**src/rtl/fcs_pkg.sv**
```systemverilog
// Overview of operation
// - Command cycle: output enable high, chip and write enable low; latched on first rise.
// - Host programs with output enable high, strobes low, supply high, unlock for boot; the controller starts a program whatever CTRL holds.
// - Program address and data latch on first rising strobe, only right after write setup.
// - Host never issues 00H or any undefined command code.
// - Host holds program supply and boot unlock until the ready bit reads one; the controller leaves both to software and polls at most POLL_LIMIT times.
`default_nettype none
package fcs_pkg;
  // ----------------------------------------------------------------
  // Command codes
  // ----------------------------------------------------------------
  localparam logic [7:0] FCS_CMD_READ_ARRAY = 8'hFF;
  localparam logic [7:0] FCS_CMD_IDENTIFY = 8'h90;
  localparam logic [7:0] FCS_CMD_READ_STATUS = 8'h70;
  localparam logic [7:0] FCS_CMD_CLEAR_STATUS = 8'h50;
  localparam logic [7:0] FCS_CMD_ERASE_SETUP = 8'h20;
  localparam logic [7:0] FCS_CMD_CONFIRM = 8'hD0;
  localparam logic [7:0] FCS_CMD_WRITE_SETUP = 8'h40;
  localparam logic [7:0] FCS_CMD_WRITE_SETUP_ALT = 8'h10;
  localparam logic [7:0] FCS_CMD_SUSPEND = 8'hB0;
  // ----------------------------------------------------------------
  // Status bit positions
  // ----------------------------------------------------------------
  localparam int FCS_SR_READY = 7;
  localparam int FCS_SR_SUSPEND = 6;
  localparam int FCS_SR_ERASE_FAIL = 5;
  localparam int FCS_SR_PROG_FAIL = 4;
  localparam int FCS_SR_SUPPLY_MISSING = 3;
  // ----------------------------------------------------------------
  // Controller register map (word index on the software port)
  // ----------------------------------------------------------------
  localparam logic [3:0] FCS_REG_CTRL = 4'h0;
  localparam logic [3:0] FCS_REG_ADDR = 4'h1;
  localparam logic [3:0] FCS_REG_DATA = 4'h2;
  localparam logic [3:0] FCS_REG_OP = 4'h3;
  localparam logic [3:0] FCS_REG_RESULT = 4'h4;
  localparam logic [3:0] FCS_REG_STATE = 4'h5;
  localparam logic [31:0] FCS_CTRL_RESET = 32'h0000_0000;
  // Op codes written to FCS_REG_OP.
  localparam logic [2:0] FCS_OP_WRITE_CMD = 3'h0;
  localparam logic [2:0] FCS_OP_READ = 3'h1;
  localparam logic [2:0] FCS_OP_PROGRAM = 3'h2;
  localparam logic [2:0] FCS_OP_ERASE = 3'h3;
  localparam logic [2:0] FCS_OP_POLL = 3'h4;
  // CTRL field positions.
  localparam int FCS_CTRL_SUPPLY = 0;
  localparam int FCS_CTRL_UNLOCK = 1;
  localparam int FCS_CTRL_ID_VOLT = 2;
  localparam int FCS_CTRL_DEV_RESET = 3;
  // ----------------------------------------------------------------
  // Bus timing
  // ----------------------------------------------------------------
  localparam int FCS_CLK_NS = 10;
  localparam int FCS_STROBE_NS = 50;
  localparam int FCS_STROBE_CYC = (FCS_STROBE_NS + FCS_CLK_NS - 1) / FCS_CLK_NS;
  localparam int FCS_RECOVER_NS = 30;
  localparam int FCS_RECOVER_CYC = (FCS_RECOVER_NS + FCS_CLK_NS - 1) / FCS_CLK_NS;
  localparam int FCS_POLL_LIMIT = 100000;

  typedef enum logic [2:0]
  {
    FCS_ST_IDLE = 3'b000,
    FCS_ST_ASSERT = 3'b001,
    FCS_ST_RELEASE = 3'b010,
    FCS_ST_NEXT = 3'b011,
    FCS_ST_DONE = 3'b100
  } fcs_state_e;
endpackage
`default_nettype wire

```
**src/rtl/fcs_bus_cycle.sv**
```systemverilog
`default_nettype none
// One strobe cycle on the flash pins: write or read.
module fcs_bus_cycle
  import fcs_pkg::*;
(
  // Clock and reset
  input wire logic clk,
  input wire logic reset_n,
  // Request
  input wire logic start,
  input wire logic is_write,
  input wire logic [18:0] addr_in,
  input wire logic [7:0] wdata_in,
  output logic busy,
  output logic done,
  output logic [7:0] rdata,
  // Flash pins
  output logic [18:0] address_lines,
  output logic chip_enable_n,
  output logic output_enable_n,
  output logic write_enable_n,
  output logic [7:0] data_lines_out,
  output logic data_lines_oe,
  input wire logic [7:0] data_lines_in
);
  import fcs_pkg::*;
  localparam int CW = 4;
  localparam logic [CW-1:0] STROBE_LAST = CW'(FCS_STROBE_CYC - 1);
  localparam logic [CW-1:0] RECOVER_LAST = CW'(FCS_RECOVER_CYC - 1);
  typedef enum logic [1:0]
  {
    FCS_BC_IDLE = 2'b00,
    FCS_BC_LOW = 2'b01,
    FCS_BC_HIGH = 2'b10
  } fcs_bc_e;
  fcs_bc_e state_reg;
  logic [CW-1:0] cnt_reg;
  logic wr_reg;

  assign busy = (state_reg != FCS_BC_IDLE);

  // ----------------------------------------------------------------
  // Strobe sequencing
  // ----------------------------------------------------------------
  // Chip enable and write enable rise together, so the data latches
  // on a single well defined edge whichever one the device sees first.
  always_ff @(posedge clk)
  begin
    done <= 1'b0;
    if (!reset_n)
    begin
      state_reg <= FCS_BC_IDLE;
      cnt_reg <= '0;
      wr_reg <= 1'b0;
      chip_enable_n <= 1'b1;
      output_enable_n <= 1'b1;
      write_enable_n <= 1'b1;
      data_lines_oe <= 1'b1;
      data_lines_out <= 8'h00;
      address_lines <= 19'h00000;
      rdata <= 8'h00;
    end
    else
    begin
      unique case (state_reg)
        FCS_BC_IDLE:
        begin
          if (start)
          begin
            state_reg <= FCS_BC_LOW;
            cnt_reg <= '0;
            wr_reg <= is_write;
            address_lines <= addr_in;
            data_lines_out <= wdata_in;
            chip_enable_n <= 1'b0;
            output_enable_n <= is_write;
            write_enable_n <= !is_write;
            data_lines_oe <= !is_write;
          end
        end
        FCS_BC_LOW:
        begin
          cnt_reg <= cnt_reg + 1'b1;
          if (cnt_reg == STROBE_LAST)
          begin
            if (!wr_reg)
              rdata <= data_lines_in;
            chip_enable_n <= 1'b1;
            write_enable_n <= 1'b1;
            output_enable_n <= 1'b1;
            cnt_reg <= '0;
            state_reg <= FCS_BC_HIGH;
          end
        end
        FCS_BC_HIGH:
        begin
          data_lines_oe <= 1'b1;
          cnt_reg <= cnt_reg + 1'b1;
          if (cnt_reg == RECOVER_LAST)
          begin
            state_reg <= FCS_BC_IDLE;
            done <= 1'b1;
          end
        end
        default:
          state_reg <= FCS_BC_IDLE;
      endcase
    end
  end

  // ----------------------------------------------------------------
  // Checks
  // ----------------------------------------------------------------
  a_cmd_oe_high: assert property (@(posedge clk) disable iff (!reset_n)
    !write_enable_n |-> output_enable_n && !chip_enable_n)
    else $error("write strobe without output enable high");
  a_strobe_width: assert property (@(posedge clk) disable iff (!reset_n)
    $fell(write_enable_n) |-> !write_enable_n [*5] ##1 write_enable_n)
    else $error("write strobe width wrong");
  c_write_cycle: cover property (@(posedge clk) disable iff (!reset_n) $fell(write_enable_n));
  c_read_cycle: cover property (@(posedge clk) disable iff (!reset_n) $fell(output_enable_n));
endmodule
`default_nettype wire

```
**src/rtl/fcs_controller.sv**
```systemverilog
// Implementation choices: the address-and-strobe port and the register addresses.
`default_nettype none
// Host-side controller that sequences commands into the flash device.
module fcs_controller
  import fcs_pkg::*;
#(
  parameter int POLL_LIMIT = fcs_pkg::FCS_POLL_LIMIT
)
(
  // Clock and reset
  input wire logic clk,
  input wire logic reset_n,
  // Software port
  input wire logic [3:0] sw_addr,
  input wire logic [31:0] sw_wdata,
  input wire logic sw_write,
  input wire logic sw_read,
  output logic [31:0] sw_rdata,
  // Flash strobes and address
  output logic [18:0] address_lines,
  output logic chip_enable_n,
  output logic output_enable_n,
  output logic write_enable_n,
  // Flash data lines
  output logic [7:0] data_lines_out,
  output logic data_lines_oe,
  input wire logic [7:0] data_lines_in,
  // Voltage qualifiers
  output logic program_supply_high,
  output logic boot_unlock_high,
  output logic id_detect_high,
  output logic device_reset_n
);
  import fcs_pkg::*;

  fcs_state_e state_reg;
  logic [31:0] ctrl_reg;
  logic [18:0] addr_reg;
  logic [7:0] data_reg;
  logic [2:0] op_reg;
  logic [7:0] result_reg;
  logic [7:0] status_reg;
  logic busy_err_reg;
  logic timeout_reg;
  logic phase_reg;
  logic [16:0] poll_cnt_reg;
  logic bc_start;
  logic bc_write;
  logic [7:0] bc_wdata;
  logic bc_busy;
  logic bc_done;
  logic [7:0] bc_rdata;
  logic last_phase;
  logic polling;

  // Decodes whether a code belongs to the defined command set.
  function automatic logic fcs_valid_cmd(input logic [7:0] c);
    fcs_valid_cmd = (c == FCS_CMD_READ_ARRAY) || (c == FCS_CMD_IDENTIFY) ||
                    (c == FCS_CMD_READ_STATUS) || (c == FCS_CMD_CLEAR_STATUS) ||
                    (c == FCS_CMD_ERASE_SETUP) || (c == FCS_CMD_CONFIRM) ||
                    (c == FCS_CMD_WRITE_SETUP) || (c == FCS_CMD_WRITE_SETUP_ALT) ||
                    (c == FCS_CMD_SUSPEND);
  endfunction

  // ----------------------------------------------------------------
  // Software registers
  // ----------------------------------------------------------------
  wire sw_op_go = sw_write && (sw_addr == FCS_REG_OP);
  // Undefined codes are refused here so they never reach the device.
  wire op_legal = (sw_wdata[2:0] != FCS_OP_WRITE_CMD) || fcs_valid_cmd(data_reg);
  wire op_accept = sw_op_go && (state_reg == FCS_ST_IDLE) && op_legal &&
                   (sw_wdata[2:0] <= FCS_OP_POLL);

  always_ff @(posedge clk)
  begin
    if (!reset_n)
    begin
      ctrl_reg <= FCS_CTRL_RESET;
      addr_reg <= 19'h00000;
      data_reg <= 8'h00;
      op_reg <= FCS_OP_WRITE_CMD;
    end
    else if (sw_write)
    begin
      if (sw_addr == FCS_REG_CTRL)
        ctrl_reg <= {28'h0000000, sw_wdata[3:0]};
      if (sw_addr == FCS_REG_ADDR)
        addr_reg <= sw_wdata[18:0];
      if (sw_addr == FCS_REG_DATA)
        data_reg <= sw_wdata[7:0];
      if (op_accept)
        op_reg <= sw_wdata[2:0];
    end
  end

  // Supply and unlock drives stay as software set them, and the poll
  // loop ends only on ready or after POLL_LIMIT polls; CTRL writes are taken in any state, so holding them until ready is left to software.
  assign program_supply_high = ctrl_reg[FCS_CTRL_SUPPLY];
  assign boot_unlock_high = ctrl_reg[FCS_CTRL_UNLOCK];
  assign id_detect_high = ctrl_reg[FCS_CTRL_ID_VOLT];
  assign device_reset_n = !ctrl_reg[FCS_CTRL_DEV_RESET];

  always_ff @(posedge clk)
  begin
    if (!reset_n)
      sw_rdata <= 32'h0000_0000;
    else if (sw_read)
    begin
      unique case (sw_addr)
        FCS_REG_CTRL: sw_rdata <= ctrl_reg;
        FCS_REG_ADDR: sw_rdata <= {13'h0000, addr_reg};
        FCS_REG_DATA: sw_rdata <= {24'h000000, data_reg};
        FCS_REG_OP: sw_rdata <= {29'h00000000, op_reg};
        FCS_REG_RESULT: sw_rdata <= {16'h0000, status_reg, result_reg};
        FCS_REG_STATE: sw_rdata <= {28'h0000000, timeout_reg, busy_err_reg,
                                    1'b0, state_reg != FCS_ST_IDLE};
        default: sw_rdata <= 32'h0000_0000;
      endcase
    end
    else
      sw_rdata <= 32'h0000_0000;
  end

  // ----------------------------------------------------------------
  // Operation sequencer
  // ----------------------------------------------------------------
  // Program and erase are two cycles; the first carries the setup code.
  assign last_phase = ((op_reg != FCS_OP_PROGRAM) && (op_reg != FCS_OP_ERASE)) || phase_reg;
  assign polling = (op_reg == FCS_OP_POLL) || (op_reg == FCS_OP_PROGRAM) ||
                   (op_reg == FCS_OP_ERASE);
  // The done pulse arrives with busy already low, so it must also hold off
  // a restart or the same strobe cycle would run twice.
  assign bc_start = (state_reg == FCS_ST_ASSERT) && !bc_busy && !bc_done;

  always_comb
  begin
    bc_write = 1'b1;
    bc_wdata = data_reg;
    if (state_reg == FCS_ST_RELEASE || op_reg == FCS_OP_READ || op_reg == FCS_OP_POLL)
      bc_write = 1'b0;
    else if (op_reg == FCS_OP_PROGRAM && !phase_reg)
      bc_wdata = FCS_CMD_WRITE_SETUP;
    else if (op_reg == FCS_OP_ERASE && !phase_reg)
      bc_wdata = FCS_CMD_ERASE_SETUP;
    else if (op_reg == FCS_OP_ERASE)
      bc_wdata = FCS_CMD_CONFIRM;
  end

  always_ff @(posedge clk)
  begin
    if (!reset_n)
    begin
      state_reg <= FCS_ST_IDLE;
      phase_reg <= 1'b0;
      poll_cnt_reg <= '0;
      result_reg <= 8'h00;
      status_reg <= 8'h00;
      busy_err_reg <= 1'b0;
      timeout_reg <= 1'b0;
    end
    else
    begin
      unique case (state_reg)
        FCS_ST_IDLE:
        begin
          if (sw_op_go && !op_accept)
            busy_err_reg <= 1'b1;
          else if (op_accept)
          begin
            busy_err_reg <= 1'b0;
            timeout_reg <= 1'b0;
            phase_reg <= 1'b0;
            poll_cnt_reg <= '0;
            state_reg <= FCS_ST_ASSERT;
          end
        end
        FCS_ST_ASSERT:
          if (bc_done)
            state_reg <= FCS_ST_NEXT;
        FCS_ST_NEXT:
        begin
          if (!last_phase)
          begin
            // Data cycle must follow setup with nothing in between.
            phase_reg <= 1'b1;
            state_reg <= FCS_ST_ASSERT;
          end
          else if (op_reg == FCS_OP_READ)
          begin
            result_reg <= bc_rdata;
            state_reg <= FCS_ST_DONE;
          end
          else if (op_reg == FCS_OP_WRITE_CMD)
            state_reg <= FCS_ST_DONE;
          else
            state_reg <= FCS_ST_RELEASE;
        end
        FCS_ST_RELEASE:
        begin
          // Each poll is a fresh strobe, since status only refreshes then.
          if (bc_done)
          begin
            status_reg <= bc_rdata;
            poll_cnt_reg <= poll_cnt_reg + 1'b1;
            if (bc_rdata[FCS_SR_READY])
              state_reg <= FCS_ST_DONE;
            else if (poll_cnt_reg == 17'(POLL_LIMIT - 1))
            begin
              timeout_reg <= 1'b1;
              state_reg <= FCS_ST_DONE;
            end
          end
        end
        FCS_ST_DONE:
          state_reg <= FCS_ST_IDLE;
        default:
          state_reg <= FCS_ST_IDLE;
      endcase
    end
  end

  wire bc_go = bc_start || ((state_reg == FCS_ST_RELEASE) && !bc_busy && !bc_done);

  fcs_bus_cycle u_cycle (
    .clk(clk),
    .reset_n(reset_n),
    .start(bc_go),
    .is_write(bc_write),
    .addr_in(addr_reg),
    .wdata_in(bc_wdata),
    .busy(bc_busy),
    .done(bc_done),
    .rdata(bc_rdata),
    .address_lines(address_lines),
    .chip_enable_n(chip_enable_n),
    .output_enable_n(output_enable_n),
    .write_enable_n(write_enable_n),
    .data_lines_out(data_lines_out),
    .data_lines_oe(data_lines_oe),
    .data_lines_in(data_lines_in)
  );

  // ----------------------------------------------------------------
  // Checks
  // ----------------------------------------------------------------
  a_no_bad_code: assert property (@(posedge clk) disable iff (!reset_n)
    $fell(write_enable_n) && data_lines_oe == 1'b0 && !phase_reg && op_reg != FCS_OP_PROGRAM
    |-> fcs_valid_cmd(data_lines_out))
    else $error("undefined command code driven");
  a_supply_held: assert property (@(posedge clk) disable iff (!reset_n)
    (state_reg == FCS_ST_RELEASE) |-> $stable(program_supply_high))
    else $error("supply dropped while waiting for ready");
  a_setup_first: assert property (@(posedge clk) disable iff (!reset_n)
    (state_reg == FCS_ST_NEXT) && !last_phase |=> (state_reg == FCS_ST_ASSERT) && phase_reg)
    else $error("data cycle did not follow setup");
  a_ready_ends: assert property (@(posedge clk) disable iff (!reset_n)
    (state_reg == FCS_ST_RELEASE) && bc_done && bc_rdata[FCS_SR_READY] |=> state_reg == FCS_ST_DONE)
    else $error("poll did not stop on ready");
  a_program_oe: assert property (@(posedge clk) disable iff (!reset_n)
    !write_enable_n |-> output_enable_n)
    else $error("program cycle with output enable low");
  c_program: cover property (@(posedge clk) disable iff (!reset_n)
    op_accept && sw_wdata[2:0] == FCS_OP_PROGRAM);
  c_erase_done: cover property (@(posedge clk) disable iff (!reset_n)
    state_reg == FCS_ST_DONE && op_reg == FCS_OP_ERASE);
  c_timeout: cover property (@(posedge clk) disable iff (!reset_n) $rose(timeout_reg));
endmodule
`default_nettype wire

```
**config.mk**
```make
export PLATFORM = sky130hd
export DESIGN_NAME = fcs_controller
export DESIGN_NICKNAME = d
export VERILOG_FILES = /design/src/rtl/fcs_pkg.sv /design/src/rtl/fcs_bus_cycle.sv /design/src/rtl/fcs_controller.sv
export SDC_FILE = /design/constraint.sdc
export NUM_CORES = 1
export LEC_CHECK = 0
export ABC_AREA = 1
export BUFFER_PORTS_ARGS = -buffer_cell sky130_fd_sc_hd__buf_2
export CAP_MARGIN = 20
export CELL_PAD_IN_SITES_DETAIL_PLACEMENT = 1
export CELL_PAD_IN_SITES_GLOBAL_PLACEMENT = 1
export CORE_MARGIN = 2
export CORE_UTILIZATION = 36
export DETAILED_ROUTE_END_ITERATION = 16
export PLACE_DENSITY_LB_ADDON = 0.1
export SETUP_SLACK_MARGIN = 0.15
export SKIP_CTS_REPAIR_TIMING = 1
export SYNTH_ARGS = -nofsm -noshare
export SYNTH_HDL_FRONTEND = slang
export SYNTH_SLANG_ARGS = --single-unit
export TNS_END_PERCENT = 10
```
**constraint.sdc**
```tcl
create_clock -name clk -period 1.5 [get_ports clk]
set_input_delay 0 -clock clk [delete_from_list [all_inputs] [get_ports clk]]
set_output_delay 0 -clock clk [all_outputs]
set_load 0.02 [all_outputs]
```
* Yosys cells after proc, flatten, opt, wreduce, memory -nomap -nowiden
Index checks and enable logic that the tools add are counted.
** Storage, ports and cells
- ROM bits :: 0
- Latch bits :: 0
- Memories :: 0
- Flip-flop bits (word level) :: 152
- Input port bits :: 48
- Bits in writable memories :: 0
- Word-level logic and storage cells :: 173
** Cells by class
- Equal/unequal tests :: 39
- Multiply operators :: 0
- Shifts and indexed selects :: 0
- Reduce and logical (&&, ||, !) cells :: 62
- Div/mod/pow operators :: 0
- Magnitude comparators :: 1
- Multiplexer cells :: 45
- Bitwise operators :: 1
- $add $sub $neg :: 2
** Operators with widths (count)
- case mux 19 bit (6 select lines) :: 1
- 2-to-1 mux 17 bit :: 3
- case mux 17 bit (2 select lines) :: 1
- == test 8 bit (second input constant) :: 4
- 2-to-1 mux 8 bit :: 4
- 2-to-1 mux 3 bit :: 9
- == test 8 x 7 -> 1 bit (second input constant) :: 3
- AND reduction 2 bit :: 11
- adder 17 x 1 -> 17 bit (second input constant) :: 1
- == test 17 bit (second input constant) :: 1
- logical OR 1 bit :: 13
- 2-to-1 mux 1 bit :: 13
- == test 3 x 2 -> 1 bit (second input constant) :: 4
- == test 4 x 2 -> 1 bit (second input constant) :: 3
- == test 4 x 3 -> 1 bit (second input constant) :: 3
- logical AND 1 bit :: 12
- inequality test 2 bit (second input constant) :: 6
- case mux 1 bit (2 select lines) :: 6
- case mux 3 bit (4 select lines) :: 1
- case mux 4 bit (3 select lines) :: 1
- AND reduction 3 bit :: 4
- nonzero test 2 bit :: 6
- inequality test 3 x 2 -> 1 bit (second input constant) :: 3
- nonzero test 3 bit :: 3
- 21 further kinds :: 34

* Logic depth before layout (Yosys ltp)
- Depth in word-level cells :: 16
- Depth in mapped cells :: 13

* Cells and area by module
Synthesis repeated with hierarchy kept, for this count alone.
** Unflattened totals
- Cell total of the unflattened synthesis :: 864
- Area, all modules :: 6198.4 um2
** By module, submodules not included
- fcs_controller :: instances 1, area each 4325.4 um2, seq. area each 1841.8 um2, cells each 622
- fcs_bus_cycle :: instances 1, area each 1873.0 um2, seq. area each 940.9 um2, cells each 242

* Worst setup path before layout
OpenSTA, ideal clock, no wires.
- Path type :: register to register
- From :: reg u_cycle.state_reg[1]
- To :: reg u_cycle.rdata[7]
- Arrival :: 1447 ps
- Required time :: 1380 ps
- Path buffers :: 0
- Path slack :: -67 ps
- Cell stages (with the launch flop) :: 8
- Cell sequence :: dfxtp_1 > inv_1 > ha_1 > inv_1 > nor3_2 > clkinv_1 > o21ai_1 > a21oi_1
** Between the ends
- Cells in the longest elaborated chain, start to end :: 2
** Ends and longest elaborated chain
- start: declaration :: RTL line fcs_bus_cycle.sv:36 : fcs_bc_e state_reg;
- start signal: assignment :: RTL line fcs_bus_cycle.sv:52 : state_reg <= FCS_BC_IDLE;
- start signal: assignment :: RTL line fcs_bus_cycle.sv:70 : state_reg <= FCS_BC_LOW;
- start signal: assignment :: RTL line fcs_bus_cycle.sv:92 : state_reg <= FCS_BC_HIGH;
- == test 2 x 1 -> 1 bit :: RTL line fcs_bus_cycle.sv:65 : unique case (state_reg)
- AND reduction 3 bit (no line)
- end signal: assignment :: RTL line fcs_bus_cycle.sv:87 : rdata <= data_lines_in;
- end: declaration :: RTL line fcs_bus_cycle.sv:16 : output logic [7:0] rdata,
Every way passes these cells.
A chain may end at the register's enable or synchronous reset.

* Worst setup path after layout
- From :: reg state_reg[2]
- To :: reg poll_cnt_reg[7]
** Between the ends
- Cells in the longest elaborated chain, start to end :: 8
- Elaborated cells on any way between the ends :: 13
- Classes of those cells :: eq/ne (4); mux (1); reduce/logical (8)
** Ends and longest elaborated chain
- start: declaration :: RTL line fcs_controller.sv:36 : fcs_state_e state_reg;
- start signal: assignment :: RTL line fcs_controller.sv:153 : state_reg <= FCS_ST_IDLE;
- start signal: assignment :: RTL line fcs_controller.sv:174 : state_reg <= FCS_ST_ASSERT;
- start signal: assignment :: RTL line fcs_controller.sv:179 : state_reg <= FCS_ST_NEXT;
- logical NOT 3 bit :: RTL line fcs_controller.sv:71, fcs_controller.sv:163
- logical AND 1 bit (3 in a row) :: RTL line fcs_controller.sv:71 : wire op_accept = sw_op_go && (state_reg == FCS_ST_IDLE) && op_legal &&
- logical NOT 1 bit :: RTL line fcs_controller.sv:166 : if (sw_op_go && !op_accept)
- logical AND 1 bit :: RTL line fcs_controller.sv:166
- inequality test 2 bit (no line)
- AND reduction 4 bit (no line)
- end signal: assignment :: RTL line fcs_controller.sv:204 : poll_cnt_reg <= poll_cnt_reg + 1'b1;
- end: declaration :: RTL line fcs_controller.sv:46 : logic [16:0] poll_cnt_reg;
Several ways; a longest one is shown, not always the timed one.

==> flow_summary_export.csv <==
group,metric,value,unit
status,status,"finished, violations left",
status,violations,"setup timing",
routing,viasPerCell,5.01,
worst_setup_path,worstPathBufferInverterCount,2,
grt,grt_overflow,0,
timing,max_freq,635,MHz
yosys,synth_top_family_by_area,"compound AO/OA/AOI/OAI gates",
routing,wl,20.0,mm
timing,finalCritPeriodShare,105,%
pwr,ir_worst_vdd,0.949,mV
timing,timing.final.ws_setup,-0.0739,ns
routing,vias,6071,
timing,period_needed,1.57,ns
cells_and_area,num-nets-final,1036,
yosys,synth_seq_area_share,45.6,%
cells_and_area,multi_input_area,0.00279,mm2
yosys,synth_compound_area_share,20.2,%
yosys,syn_area,0.00610,mm2
worst_setup_path,critical_path_class,"flop to flop",
grt,grt_pass1_wl,30.6,mm
yosys,syn_inst,809,
yosys,synth_warnings,0,
cells_and_area,final_cell_mix,"dfxtp_1, inv_1, a21oi_1, nand2_1, buf_2",
clock_tree,cts_buffer_depth,2,
clock_tree,tritoncts,"built",
yosys,synth_cell_types,40,
worst_setup_path,worstPathCellList,"nor2_4 -> inv_2 -> nor2_4 -> nand3_4 -> nor2_4 -> nand2_4 -> nand2_8 -> clkbuf_16 -> nand3_1 -> a21oi_1",
placed_design,routabilityCongestion,0.831,
placed_design,dp_slack,-0.113,ns
cells_and_area,n_fill_cell,2083,
yosys,syn_avg_cell_area,7.54,um2
worst_setup_path,cp_top_family,"simple AND/OR/NAND/NOR gates",
clock_tree,htreeDepth,4,
routing,ant_nets,0,
cells_and_area,syn_to_final_growth,35.1,%
clock_tree,clk_transition_reported_paths,0.06,ns
worst_setup_path,timing.critical_path.mode_cell,"nor2_4",
placed_design,dpl.cell_count,1143,
timing,tightest_slew,0.643,ns
cells_and_area,fin_area,0.00824,mm2
pwr,p_per_area,1740,mW/mm2
min_path,hold_path_class,"input port to flop",
routing,dr.pass1.iters,5,
yosys,muxShareOfSynthArea,0,%
worst_setup_path,crit_required,1.85,ns
worst_setup_path,start_kind,"flop",
timing,finalSetupViolCount,26,
timing,grt_setup_unrepaired,"yes",
cells_and_area,drive_gt1_share,25.2,%
die,core,0.0166,mm2
worst_setup_path,worst-path-max-fanout,8,
clock_tree,cts-buffers-inserted,17,
die,fp.dieH,134,um
grt,grt_pass1_vias,6046,
grt,antenna_found_initial,0,
timing,finalHoldViolCount,0,
clock_tree,root_buffer,"clkbuf_16",
run,maxCapViolCount,0,
placed_design,place_area,0.00708,mm2
timing,maxSlewHeadroom,57.1,%
die,initial_utilization,36.8,%
yosys,synth_xor_area_share,1.72,%
clock_tree,worstSkewPairLatency,0.43,ns
die,dieWidth,134,um
cells_and_area,n_antenna_cell,0,
die,dieArea,0.0180,mm2
routing,wire_per_inst,16.5,um
grt,grt_max_degree,47,
timing,finalClockSkew,0.0120,ns
cells_and_area,seqCellArea,0.00280,mm2
die,num_io_pins,115,
routing,drtIter0Drc,298,
worst_setup_path,endpoint_kind,"flop",
cells_and_area,instances_no_fill,1212,
yosys,ys_seq_elements,139,
placed_design,portBuffers,88,
worst_setup_path,crit_slowest_cell,"dfxtp_2",
yosys,synth_simple_gate_area_share,19.0,%
pwr,totalPowerFinal,14.3,mW
worst_setup_path,cp.arrival,1.92,ns
worst_setup_path,cpPeakStageDelay,0.34,ns
placed_design,place_hpwl,13.7,mm
cells_and_area,mostFrequentLayoutCell,"dfxtp_1",
die,num_rows,47,
routing,drc,0,
grt,track_usage,21.2,%
clock_tree,cts.sinks,139,
timing,slew_viol_final,0,
yosys,synth_adder_area_share,1.85,%
pwr,p_leak,3.32,nW
[power breakdown]
part	internal [mW]	total, mW	switching (mW)
clock	2.70	4.45	1.75
sequential	4.24	4.56	0.314
combinational	2.02	5.30	3.27
total	8.96	14.3	5.34
[cells by family after synthesis]
kind of cell	count (synthesis)
flip-flops	139
AO/OA/AOI/OAI	233
adder cells (fa/ha/maj)	9
buffers and inverters	158
AND/OR/NAND/NOR	257
XOR/XNOR	12
other	1
[through the flow]
stage	hold WS [ns]	TNS, ns	util (%)
floorplan	0.135	-0.0380	-
global placement	0.229	-0.506	42.7
detailed placement	0.241	-3.69	42.7
CTS	-0.208	-4.73	46.5
global route	0.0423	-6.55	49.7
finish	0.0470	-1.23	49.7
[per-layer routing]
layer  GRT usage (%)  share of wire, %  vias up
met3            3.63               3.3       17
met2            34.8                49      107
li1                -                 -     2983
met5               0                 0        -
met1            28.5                46     2964
met4            6.96               1.4        0
[worst min-delay path, delay by kind of cell]
kind / cells / cell delay (ns)
AND/OR/NAND/NOR: 1 / 0.11
AO/OA/AOI/OAI: 1 / 0.05
buffers and inverters: 2 / 0.26
[cell type report]
cell class,count,share of cell area (%)
inverters,112,5.19
repair buffers,185,16.1
flip-flops and latches,139,34.0
multi-input cells,524,33.8
clock inverters,14,2.23
well taps,220,3.34
clock buffers,18,5.33
[Yosys cell counts]
master	number	area share [%]
nand3_2	2	0.33
buf_6	2	0.37
o32ai_1	1	0.14
o21a_1	1	0.12
nor3_2	3	0.49
o21ai_1	3	0.25
nand4_1	6	0.62
buf_2	5	0.41
or2_2	1	0.10
nand3_1	48	3.9
o21ai_0	90	7.4
o22ai_1	18	1.8
a31oi_1	2	0.21
nor2_2	2	0.21
nand2_4	3	0.55
nor3_4	1	0.27
a21boi_0	1	0.12
inv_1	106	6.5
nor2_4	3	0.55
xnor2_1	2	0.29
buf_4	17	2.1
o211ai_1	4	0.49
conb_1	1	0.061
a211oi_1	4	0.49
dfxtp_1	139	46
clkinv_1	1	0.061
nand2_1	96	5.9
o221ai_1	2	0.29
buf_8	2	0.49
o21bai_1	1	0.12
nor3b_1	1	0.12
a21oi_1	105	8.6
nand2_2	1	0.10
inv_2	5	0.31
xor2_1	10	1.4
clkbuf_1	20	1.2
ha_1	9	1.8
nor3_1	15	1.2
a21oi_2	1	0.14
nor2_1	75	4.6
[path summary, 6_finish.rpt]
kind	from	endpoint	slack, ns	cells past startpoint
setup / recovery	state_reg[2]$_SDFFE_PN0P_	poll_cnt_reg[7]$_SDFFE_PN0P_	-0.07	10
hold reg to reg	status_reg[2]$_SDFFE_PN0P_	status_reg[2]$_SDFFE_PN0P_	0.47	2
hold / removal	sw_write	busy_err_reg$_SDFFE_PN0P_	0.05	4
setup reg to reg	state_reg[2]$_SDFFE_PN0P_	poll_cnt_reg[7]$_SDFFE_PN0P_	-0.07	10
No activity file was read; power rests on OpenSTA's default activity.
